$ cat config.mk
export PLATFORM = sky130hd
export DESIGN_NAME = timer_event_ctrl
export DESIGN_NICKNAME = d
export VERILOG_FILES = /design/src/design/timer_event_pkg.sv /design/src/design/pin_sync.sv /design/src/design/flag_bank.sv /design/src/design/timer_event_ctrl.sv
export SDC_FILE = /design/constraint.sdc
export NUM_CORES = 1
export LEC_CHECK = 0
export ABC_AREA = 1
export BUFFER_PORTS_ARGS = -buffer_cell sky130_fd_sc_hd__buf_2
export CORE_ASPECT_RATIO = 0.6
export CORE_MARGIN = 4
export CORE_UTILIZATION = 52
export DETAILED_ROUTE_END_ITERATION = 12
export PLACE_DENSITY = 0.83
export SLEW_MARGIN = 20
export SYNTH_ARGS = -nofsm -noshare
export SYNTH_HDL_FRONTEND = slang
export SYNTH_SLANG_ARGS = --single-unit
$ cat constraint.sdc
create_clock -name i_core_clk -period 1.6 [get_ports i_core_clk]
set_clock_uncertainty 0.2 [all_clocks]
set_input_delay 0 -clock i_core_clk [delete_from_list [all_inputs] [get_ports i_core_clk]]
set_output_delay 0 -clock i_core_clk [all_outputs]
set_load 0.005 [all_outputs]
$ cat src/design/timer_event_pkg.sv
// shared constants and types of the timer event and interrupt slice
package timer_event_pkg;

  // register bus geometry
  localparam int unsigned ADDR_W = 5;
  localparam int unsigned DATA_W = 16;
  localparam int unsigned FLAG_W = 8;
  localparam int unsigned NUM_CH = 2;

  // register offsets
  localparam logic [4:0] OFS_CONTROL       = 5'h00;
  localparam logic [4:0] OFS_DEBUG_CONTROL = 5'h08;
  localparam logic [4:0] OFS_EVENT_CONTROL = 5'h0A;
  localparam logic [4:0] OFS_INT_EN_CLEAR  = 5'h0C;
  localparam logic [4:0] OFS_INT_EN_SET    = 5'h0D;
  localparam logic [4:0] OFS_INT_FLAGS     = 5'h0E;

  // control register fields
  localparam int unsigned CTRL_SOFT_RESET_BIT = 0;
  localparam int unsigned CTRL_ENABLE_BIT     = 1;
  // debug control field
  localparam int unsigned DBG_RUN_BIT = 0;

  // event control fields
  localparam int unsigned EVC_MATCH_EO_LSB = 12;
  localparam int unsigned EVC_WRAP_EO_BIT  = 8;
  localparam int unsigned EVC_IN_EN_BIT    = 5;
  localparam int unsigned EVC_IN_INV_BIT   = 4;
  localparam int unsigned EVC_ACT_LSB      = 0;
  localparam int unsigned EVC_ACT_W        = 3;
  // writable bits of event control
  localparam logic [15:0] EVC_MASK = 16'h3137;

  // interrupt enable and flag layout
  localparam int unsigned IRQ_WRAP_BIT     = 0;
  localparam int unsigned IRQ_ERROR_BIT    = 1;
  localparam int unsigned IRQ_SYNC_BIT     = 3;
  localparam int unsigned IRQ_MATCH_LSB    = 4;
  localparam logic [7:0]  IRQ_MASK         = 8'h3B;

  // reset values
  localparam logic [15:0] EVC_RESET  = 16'h0000;
  localparam logic [7:0]  INT_RESET  = 8'h00;
  localparam logic [15:0] READ_ZERO  = 16'h0000;

  // event action encodings
  typedef enum logic [2:0] {
    ACT_OFF       = 3'h0,
    ACT_RETRIGGER = 3'h1,
    ACT_COUNT     = 3'h2,
    ACT_START     = 3'h3,
    ACT_RSVD4     = 3'h4,
    ACT_PPW       = 3'h5,
    ACT_PWP       = 3'h6,
    ACT_RSVD7     = 3'h7
  } event_action_sel_t;

  // strobes coming from the counter core, all one-cycle pulses
  typedef struct packed {
    logic       counter_wrap;
    logic [1:0] match;
    logic [1:0] capture;
    logic [1:0] capture_mode;
    logic [1:0] compare_read;
    logic       sync_ready;
  } core_strobes_t;

  // actions requested of the counter core, one-cycle pulses
  typedef struct packed {
    logic retrigger;
    logic count;
    logic start;
    logic period_then_pulse_capture;
    logic pulse_then_period_capture;
  } event_actions_t;

endpackage

$ cat src/design/pin_sync.sv
// three-stage synchroniser that accepts a change once stages two and three agree
`timescale 1ns/1ps
module pin_sync (
  input  wire logic i_core_clk,
  input  wire logic i_rstn,
  input  wire logic i_ce,
  input  wire logic i_async,
  output logic      o_level
);

  logic stage1;
  logic stage2;
  logic stage3;
  logic agreed;

  // stage one feeds only stage two
  always_ff @(posedge i_core_clk or negedge i_rstn) begin
    if (!i_rstn) begin
      stage1 <= 1'b0;
      stage2 <= 1'b0;
      stage3 <= 1'b0;
      agreed <= 1'b0;
    end else if (i_ce) begin
      stage1 <= i_async;
      stage2 <= stage1;
      stage3 <= stage2;
      if (stage2 == stage3) begin
        agreed <= stage3;
      end
    end
  end

  assign o_level = agreed;

endmodule

$ cat src/design/flag_bank.sv
// sticky flags: some set at once, some on the next counter tick, write one to clear
`timescale 1ns/1ps
module flag_bank (
  input  wire logic       i_core_clk,
  input  wire logic       i_rstn,
  input  wire logic       i_ce,
  input  wire logic       i_soft_reset,
  input  wire logic       i_tick,
  input  wire logic [7:0] i_set_now,
  input  wire logic [7:0] i_set_tick,
  input  wire logic [7:0] i_clear,
  output logic [7:0]      o_flags,
  output logic [7:0]      o_pending
);

  logic [7:0] flags;
  logic [7:0] pending;
  logic [7:0] next_flags;
  logic [7:0] next_pending;

  // an event seen this cycle waits for a later tick; set beats clear
  assign next_pending = i_tick ? i_set_tick : (pending | i_set_tick);
  assign next_flags   = (flags & ~i_clear) | i_set_now
                      | (i_tick ? pending : timer_event_pkg::INT_RESET);

  always_ff @(posedge i_core_clk or negedge i_rstn) begin
    if (!i_rstn) begin
      flags   <= timer_event_pkg::INT_RESET;
      pending <= timer_event_pkg::INT_RESET;
    end else if (i_ce) begin
      if (i_soft_reset) begin
        flags   <= timer_event_pkg::INT_RESET;
        pending <= timer_event_pkg::INT_RESET;
      end else begin
        flags   <= next_flags & timer_event_pkg::IRQ_MASK;
        pending <= next_pending & timer_event_pkg::IRQ_MASK;
      end
    end
  end

  assign o_flags   = flags;
  assign o_pending = pending;

endmodule

$ cat src/design/timer_event_ctrl.sv
// event routing, debug run control and interrupt registers of a timer
//
// Function
// [RL1] Software reset of the timer leaves the debug run bit untouched.
// [RL2] Debug run clear halts the timer during debug halt; set keeps it running.
// [RL3] Software should not change debug run while the timer is enabled.
// [RL4] Channel match or capture gives an output event only when enabled.
// [RL5] Counter wrap gives an output event only when its enable is set.
// [RL6] Incoming events act only while the event input enable is one.
// [RL7] Event input invert bit flips the incoming source before use.
// [RL8] Action codes: off, retrigger, count, start; four and seven reserved.
// [RL9] Code five captures period then pulse; code six swaps destinations.
// [RL10] Event control writes need write access and a disabled timer.
// [RL11] Writing one to enable-clear clears that enable; zero does nothing.
// [RL12] Writing one to enable-set sets that enable; zero does nothing.
// [RL13] Enable-set and enable-clear read back one shared enable set.
// [RL14] Enables and flags share layout: match 5,4, sync 3, error 1, wrap 0.
// [RL15] Flag register sits at 0x0E and resets to zero.
// [RL16] Match flag sets on the next counter tick; enabled one requests irq.
// [RL17] Flags clear on write one; capture mode compare read clears match.
// [RL18] Capture while match flag still set raises the error flag.
// [RL19] Wrap flag sets on the next counter tick; enabled one requests irq.
// [RL20] Writing one to sync ready in enable-set sets that enable.
// [RL21] Interrupt output is high while any enabled flag is set.
`timescale 1ns/1ps
module timer_event_ctrl (
  input  wire logic                           i_core_clk,
  input  wire logic                           i_rstn,
  input  wire logic                           i_ce,
  // register port
  input  wire logic [4:0]                     i_addr,
  input  wire logic [15:0]                    i_wdata,
  input  wire logic                           i_write,
  input  wire logic                           i_read,
  output logic [15:0]                         o_rdata,
  input  wire logic                           i_write_protect_ctrl,
  // system debug halt, from outside the clock domain
  input  wire logic                           i_debug_halt,
  // counter core side
  input  wire logic                           i_counter_clock,
  input  wire timer_event_pkg::core_strobes_t i_core,
  output logic                                o_timer_enabled,
  output logic                                o_timer_run,
  output logic                                o_soft_reset,
  output timer_event_pkg::event_actions_t     o_actions,
  // event routing network side
  input  wire logic                           i_event_in,
  output logic [1:0]                          o_channel_match_event,
  output logic                                o_wrap_event,
  // interrupt request
  output logic                                o_irq
);


  // register state

  logic        timer_enable;
  logic        run_while_halted;
  logic [15:0] event_control;
  logic [7:0]  int_enable;
  logic        soft_reset;
  logic [15:0] rdata;

  // event path state
  logic        event_prev;
  logic        halt_level;
  logic        event_level;
  logic [1:0]  match_event_out;
  logic        wrap_event_out;
  timer_event_pkg::event_actions_t actions;

  // flag bank wiring
  logic [7:0]  flags;
  logic [7:0]  flags_pending;
  logic [7:0]  flag_set_now;
  logic [7:0]  flag_set_tick;
  logic [7:0]  flag_clear;


  // address decode

  wire sel_control  = (i_addr == timer_event_pkg::OFS_CONTROL);
  wire sel_debug    = (i_addr == timer_event_pkg::OFS_DEBUG_CONTROL);
  wire sel_event_control   = (i_addr == timer_event_pkg::OFS_EVENT_CONTROL);
  wire sel_en_clear = (i_addr == timer_event_pkg::OFS_INT_EN_CLEAR);
  wire sel_en_set   = (i_addr == timer_event_pkg::OFS_INT_EN_SET);
  wire sel_flags    = (i_addr == timer_event_pkg::OFS_INT_FLAGS); // RL15

  // protected writes are dropped while the write protect line is high
  wire wr_open      = i_write & ~i_write_protect_ctrl;
  wire wr_control   = wr_open & sel_control;
  wire wr_debug     = wr_open & sel_debug;
  wire wr_event_control    = wr_open & sel_event_control & ~timer_enable; // RL10
  wire wr_en_clear  = wr_open & sel_en_clear;
  wire wr_en_set    = wr_open & sel_en_set;
  wire wr_flags     = i_write & sel_flags;

  // software reset wins over every other bit of the same write
  wire swrst_req    = wr_control
                    & i_wdata[timer_event_pkg::CTRL_SOFT_RESET_BIT];
  wire enable_wdata = i_wdata[timer_event_pkg::CTRL_ENABLE_BIT];


  // event control fields

  wire [1:0] match_eo_en = event_control[timer_event_pkg::EVC_MATCH_EO_LSB
                                         +: timer_event_pkg::NUM_CH];
  wire wrap_eo_en   = event_control[timer_event_pkg::EVC_WRAP_EO_BIT];
  wire ev_in_en     = event_control[timer_event_pkg::EVC_IN_EN_BIT];
  wire ev_in_inv    = event_control[timer_event_pkg::EVC_IN_INV_BIT];
  timer_event_pkg::event_action_sel_t event_action_sel;
  assign event_action_sel = timer_event_pkg::event_action_sel_t'(
    event_control[timer_event_pkg::EVC_ACT_LSB +: timer_event_pkg::EVC_ACT_W]);


  // control register: enable and self-clearing software reset

  always_ff @(posedge i_core_clk or negedge i_rstn) begin
    if (!i_rstn) begin
      timer_enable <= 1'b0;
      soft_reset   <= 1'b0;
    end else if (i_ce) begin
      soft_reset <= swrst_req;
      if (swrst_req || soft_reset) begin
        timer_enable <= 1'b0;
      end else if (wr_control) begin
        timer_enable <= enable_wdata;
      end
    end
  end

  // debug control survives a software reset; only the hard reset clears it
  always_ff @(posedge i_core_clk or negedge i_rstn) begin
    if (!i_rstn) begin
      run_while_halted <= 1'b0;
    end else if (i_ce && wr_debug) begin
      run_while_halted <= i_wdata[timer_event_pkg::DBG_RUN_BIT]; // RL1
    end
  end

  // event control holds only documented bits, changed while disabled
  always_ff @(posedge i_core_clk or negedge i_rstn) begin
    if (!i_rstn) begin
      event_control <= timer_event_pkg::EVC_RESET;
    end else if (i_ce) begin
      if (soft_reset) begin
        event_control <= timer_event_pkg::EVC_RESET;
      end else if (wr_event_control) begin
        event_control <= i_wdata & timer_event_pkg::EVC_MASK; // RL10
      end
    end
  end


  // interrupt enables: one shared set behind the set and clear views

  wire [7:0] en_wbyte = i_wdata[7:0] & timer_event_pkg::IRQ_MASK;
  wire [7:0] en_clear = wr_en_clear ? en_wbyte : timer_event_pkg::INT_RESET;
  wire [7:0] en_set   = wr_en_set ? en_wbyte : timer_event_pkg::INT_RESET;

  always_ff @(posedge i_core_clk or negedge i_rstn) begin
    if (!i_rstn) begin
      int_enable <= timer_event_pkg::INT_RESET;
    end else if (i_ce) begin
      if (soft_reset) begin
        int_enable <= timer_event_pkg::INT_RESET;
      end else begin
        // RL11 RL12 RL13 RL20
        int_enable <= (int_enable & ~en_clear) | en_set;
      end
    end
  end


  // debug halt and incoming event come from outside this clock

  pin_sync u_halt_sync (
    .i_core_clk (i_core_clk),
    .i_rstn     (i_rstn),
    .i_ce       (i_ce),
    .i_async    (i_debug_halt),
    .o_level    (halt_level)
  );

  pin_sync u_event_sync (
    .i_core_clk (i_core_clk),
    .i_rstn     (i_rstn),
    .i_ce       (i_ce),
    .i_async    (i_event_in),
    .o_level    (event_level)
  );

  // timer runs when enabled unless halted by debug without run permission
  wire debug_stop  = halt_level & ~run_while_halted; // RL2
  wire run_now     = timer_enable & ~debug_stop; // RL2

  // source after optional inversion, then its rising edge
  wire event_src   = event_level ^ ev_in_inv; // RL7
  wire event_edge  = event_src & ~event_prev;
  wire event_fire  = event_edge & ev_in_en & run_now; // RL6

  always_ff @(posedge i_core_clk or negedge i_rstn) begin
    if (!i_rstn) begin
      event_prev <= 1'b0;
    end else if (i_ce) begin
      event_prev <= event_src;
    end
  end


  // event action decode, reserved codes do nothing

  wire act_retrigger = event_fire
                     & (event_action_sel == timer_event_pkg::ACT_RETRIGGER);
  wire act_count     = event_fire
                     & (event_action_sel == timer_event_pkg::ACT_COUNT);
  wire act_start     = event_fire
                     & (event_action_sel == timer_event_pkg::ACT_START);
  wire act_ppw       = event_fire
                     & (event_action_sel == timer_event_pkg::ACT_PPW);
  wire act_pwp       = event_fire
                     & (event_action_sel == timer_event_pkg::ACT_PWP);

  always_ff @(posedge i_core_clk or negedge i_rstn) begin
    if (!i_rstn) begin
      actions <= '0;
    end else if (i_ce) begin
      actions.retrigger                 <= act_retrigger; // RL8
      actions.count                     <= act_count; // RL8
      actions.start                     <= act_start; // RL8
      actions.period_then_pulse_capture <= act_ppw; // RL9
      actions.pulse_then_period_capture <= act_pwp; // RL9
    end
  end


  // outgoing events to the routing network

  wire [1:0] ch_hit = i_core.match | i_core.capture;

  always_ff @(posedge i_core_clk or negedge i_rstn) begin
    if (!i_rstn) begin
      match_event_out <= 2'h0;
      wrap_event_out  <= 1'b0;
    end else if (i_ce) begin
      match_event_out <= ch_hit & match_eo_en; // RL4
      wrap_event_out  <= i_core.counter_wrap & wrap_eo_en; // RL5
    end
  end


  // flag sources

  // a capture lands on a channel whose match flag is still standing
  wire [1:0] match_busy  = flags[timer_event_pkg::IRQ_MATCH_LSB +: 2]
                         | flags_pending[timer_event_pkg::IRQ_MATCH_LSB +: 2];
  wire       capture_err = |(i_core.capture & match_busy); // RL18

  // compare reads in capture mode clear the channel match flag
  wire [1:0] auto_clear  = i_core.compare_read & i_core.capture_mode; // RL17

  assign flag_set_tick = {2'h0, ch_hit, 1'b0, 1'b0, 1'b0,
                          i_core.counter_wrap}; // RL16 RL19
  assign flag_set_now  = {4'h0, i_core.sync_ready, 1'b0, capture_err, 1'b0};
  assign flag_clear    = (wr_flags ? i_wdata[7:0] : timer_event_pkg::INT_RESET)
                       | {2'h0, auto_clear, 4'h0}; // RL17

  flag_bank u_flags (
    .i_core_clk   (i_core_clk),
    .i_rstn       (i_rstn),
    .i_ce         (i_ce),
    .i_soft_reset (soft_reset),
    .i_tick       (i_counter_clock),
    .i_set_now    (flag_set_now),
    .i_set_tick   (flag_set_tick),
    .i_clear      (flag_clear),
    .o_flags      (flags),
    .o_pending    (flags_pending)
  );


  // read data, one cycle after the strobe; unmapped reads give zero

  wire [15:0] rd_control = {14'h0000, timer_enable, 1'b0};
  wire [15:0] rd_debug   = {15'h0000, run_while_halted};
  wire [15:0] rd_enable  = {8'h00, int_enable}; // RL13 RL14
  wire [15:0] rd_flags   = {8'h00, flags}; // RL14
  wire [15:0] rd_mux     = sel_control  ? rd_control    :
                           sel_debug    ? rd_debug      :
                           sel_event_control   ? event_control :
                           sel_en_clear ? rd_enable     :
                           sel_en_set   ? rd_enable     :
                           sel_flags    ? rd_flags      :
                           timer_event_pkg::READ_ZERO;

  always_ff @(posedge i_core_clk or negedge i_rstn) begin
    if (!i_rstn) begin
      rdata <= timer_event_pkg::READ_ZERO;
    end else if (i_ce) begin
      rdata <= i_read ? rd_mux : timer_event_pkg::READ_ZERO;
    end
  end


  // outputs

  assign o_rdata               = rdata;
  assign o_timer_enabled       = timer_enable;
  assign o_timer_run           = run_now; // RL2
  assign o_soft_reset          = soft_reset;
  assign o_actions             = actions;
  assign o_channel_match_event = match_event_out;
  assign o_wrap_event          = wrap_event_out;
  assign o_irq                 = |(flags & int_enable); // RL21 RL16 RL19

endmodule

==> metrics.yaml <==
status:
  outcome: "complete, but fails checks"
  violations: "negative hold slack"
sta:
  hold_slack_ns: -0.0481
  fmax_mhz: 635
  fin_crit_sh_pct: 98.4
  rsz0062_at_grt: "yes"
  fin_crit_ns: 1.57
  setup_violations: 0
  hold_viol_final: 25
  slew_violations: 0
yosys:
  synth_warnings: 0
  synth_seq_area_share_pct: 50.2
  synth_top_cell_area_share_pct: 50.2
  syn_area_um2: 2540
  synthMuxAreaShare_pct: 0
  synthAdderAreaFrac_pct: 0
  synth_cell_types: 27
  synth_xor_area_share_pct: 0.344
  synth_seq_cells: 51
  synth_simple_gate_area_share_pct: 29.1
  synth_top_family_by_area: "simple AND/OR/NAND/NOR gates"
  avgSynthCellArea_um2: 7.88
  synth_compound_area_share_pct: 10.3
  synth_area_leaders: "dfrtp_1 50%, nand2_1 16%, inv_1 5.9%"
  yosys.area.top_type: "dfrtp_1"
  synthCells: 323
routing:
  drc_errors: 0
  vias_per_cell: 5.29
  vias: 2625
  postRouteAntennaNets: 0
  firstDrtPassIters: 5
  drt-wirelength-per-cell_um: 14.7
  drt-total-wl_um: 7280
  first_iter_violations: 277
worst_setup_path:
  path_class: "in -> reg"
  worstSetupEndpointType: "flop"
  worst_ep_required_time_ns: 1.59
  cp_max_fo: 8
  worstPathArrival_ns: 1.56
  cp-start-kind: "input port"
worst_hold_path:
  hold_class: "in -> reg"
finish:
  postLayoutCellArea_um2: 3480
  diodes: 0
  drive_gt1_share_pct: 23.3
  nNetsFinal: 472
  fillers: 326
  synthToLayoutAreaGrowth_pct: 36.9
place:
  io_buffers: 55
  gp_congestion: 0.940
  dp_hpwl_um: 4570
  placed_area_um2: 2890
cts:
  cts_root_buffer: "clkbuf_8"
  h-tree-depth: 2
  ctsLongestPathBuffers: 2
  insertion_delay_ns: 0.32
  numCtsBuffers: 5
  numClockSinks: 51
  clkTransAtPathRegs_ns: 0.10
  cts_tree: "yes"
die:
  rows: 19
  dieWidth_um: 98.3
  dieArea_um2: 6110
  die_h_um: 62.2
  initial_core_util_pct: 54.9
  core_um2: 4640
  io_pins: 68
power_and_ir_drop:
  power_density_nw_per_um2: 791
  finalPower_w: 0.00276
  p_leak_nw: 1.88
  peakVddDrop_uv: 579
grt:
  grt_max_degree: 52
  antenna_found_initial: 0
  grt_usage_pct: 24.0
  first_global_vias: 2546
  grt_overflow: 0
  grt_pass1_wl_um: 11900
job:
  max_cap_violations: 0
metrics by stage:
step           setup slack (ns)  TNS, ns  cells  hold WS [ns]  util, %
2_1_floorplan             0.219        0    327        -0.496        -
3_3_place_gp              0.201        0    440        -0.195     62.3
3_5_place_dp              0.138        0    440        -0.193     62.3
4_1_cts                  0.0166        0    492       0.00322     73.7
5_1_grt                 -0.0320  -0.0966    496        0.0223     75.1
6_report                 0.0256        0    496       -0.0481     75.1
Yosys cell counts (all sizes together):
cell type,count
nand2,110
dfrtp,51
inv,43
nand3,31
o21ai,31
nor2,22
buf,11
o22ai,8
nand4,4
a21oi,3
o31ai,3
a221oi,1
and2,1
clkbuf,1
conb,1
nor3,1
xor2,1
routing by layer:
layer  routed length (um)  global-route usage [%]  vias up
li1                     -                       -     1232
met1                 3000                    32.3     1243
met2                 3410                    38.0      131
met3                  704                    6.49       19
met4                  159                    7.16        0
met5                    0                       0        -
report_power, final:
group | leakage [nW] | total (W) | switching (W) | internal (W)
logic | 1.18 | 0.000507 | 0.000278 | 0.000229
registers | 0.656 | 0.00149 | 0.0000873 | 0.00140
clock network | 0.0402 | 0.000762 | 0.000457 | 0.000305
total | 1.88 | 0.00276 | 0.000822 | 0.00193
state kept, by name, summed over array words and instances (netlist names), 2 cells and up:
signal,flops
o_rdata,10
event_control,8
int_enable,5
o_actions,5
u_flags.o_flags,5
u_flags.o_pending,3
o_channel_match_event,2
area by class of cell:
type | count | area [um^2] | area share, %
clock buffer | 5 | 68.8 | 1.98
clock inverter | 3 | 20.0 | 0.575
inverter | 43 | 161 | 4.64
multi-input combinational | 221 | 1070 | 30.7
sequential | 51 | 1280 | 36.7
tap | 63 | 78.8 | 2.26
timing repair buffer | 110 | 808 | 23.2
critical path: stages:
cell,delay (ns)
dlygate4sd3_1,0.55
buf_2,0.16
inv_1,0.12
nand3_2,0.11
nor2_4,0.17
nand2_2,0.09
a21oi_4,0.25
o22ai_1,0.12
path summary, 6_finish.rpt:
kind / cells past startpoint / slack [ns] / to / from
hold reg to reg: 2 / 0.28 / o_actions[4]$_DFFE_PN0P_ / o_actions[4]$_DFFE_PN0P_
max in group asynchronous: 3 / 0.97 / event_prev$_DFFE_PN0P_ / i_rstn
min in group asynchronous: 3 / -0.01 / o_rdata[7]$_DFFE_PN0P_ / i_rstn
setup / recovery: 8 / 0.03 / event_control[8]$_DFFE_PN0P_ / i_addr[4]
setup reg to reg: 5 / 0.09 / event_control[8]$_DFFE_PN0P_ / o_soft_reset$_DFFE_PN0P_
hold / removal: 5 / -0.05 / o_soft_reset$_DFFE_PN0P_ / i_ce
cell families after synthesis:
kind of cell | after synthesis
other | 1
buffers and inverters | 55
DFF | 51
AOI/OAI and AO/OA | 46
and+or+nand+nor | 169
xor gates and xnor gates | 1
repair_timing:
item                       CTS  global route
setup endpoints to repair    0            25
gates resized for setup      0            12
hold buffers                44             1
hold endpoints to repair    90             2
buffers inserted             0             6
cell usage in the layout (no fill, tap or decap), drive strengths merged:
| master | count |
|---|---|
| conb | 5 |
| o22ai | 8 |
| nand2 | 110 |
| nor2 | 22 |
| clkbuf | 5 |
| nor3 | 1 |
| xor2 | 1 |
| dfrtp | 51 |
| and2 | 1 |
| nand4 | 4 |
| a21oi | 3 |
| nand3 | 31 |
| a221oi | 1 |
| o31ai | 3 |
| dlygate4sd3 | 41 |
| o21ai | 31 |
| dlymetal6s4s | 1 |
| buf | 68 |
| clkinvlp | 2 |
| clkinv | 1 |
| inv | 43 |
Note: power is estimated with default switching activity, not from simulation.
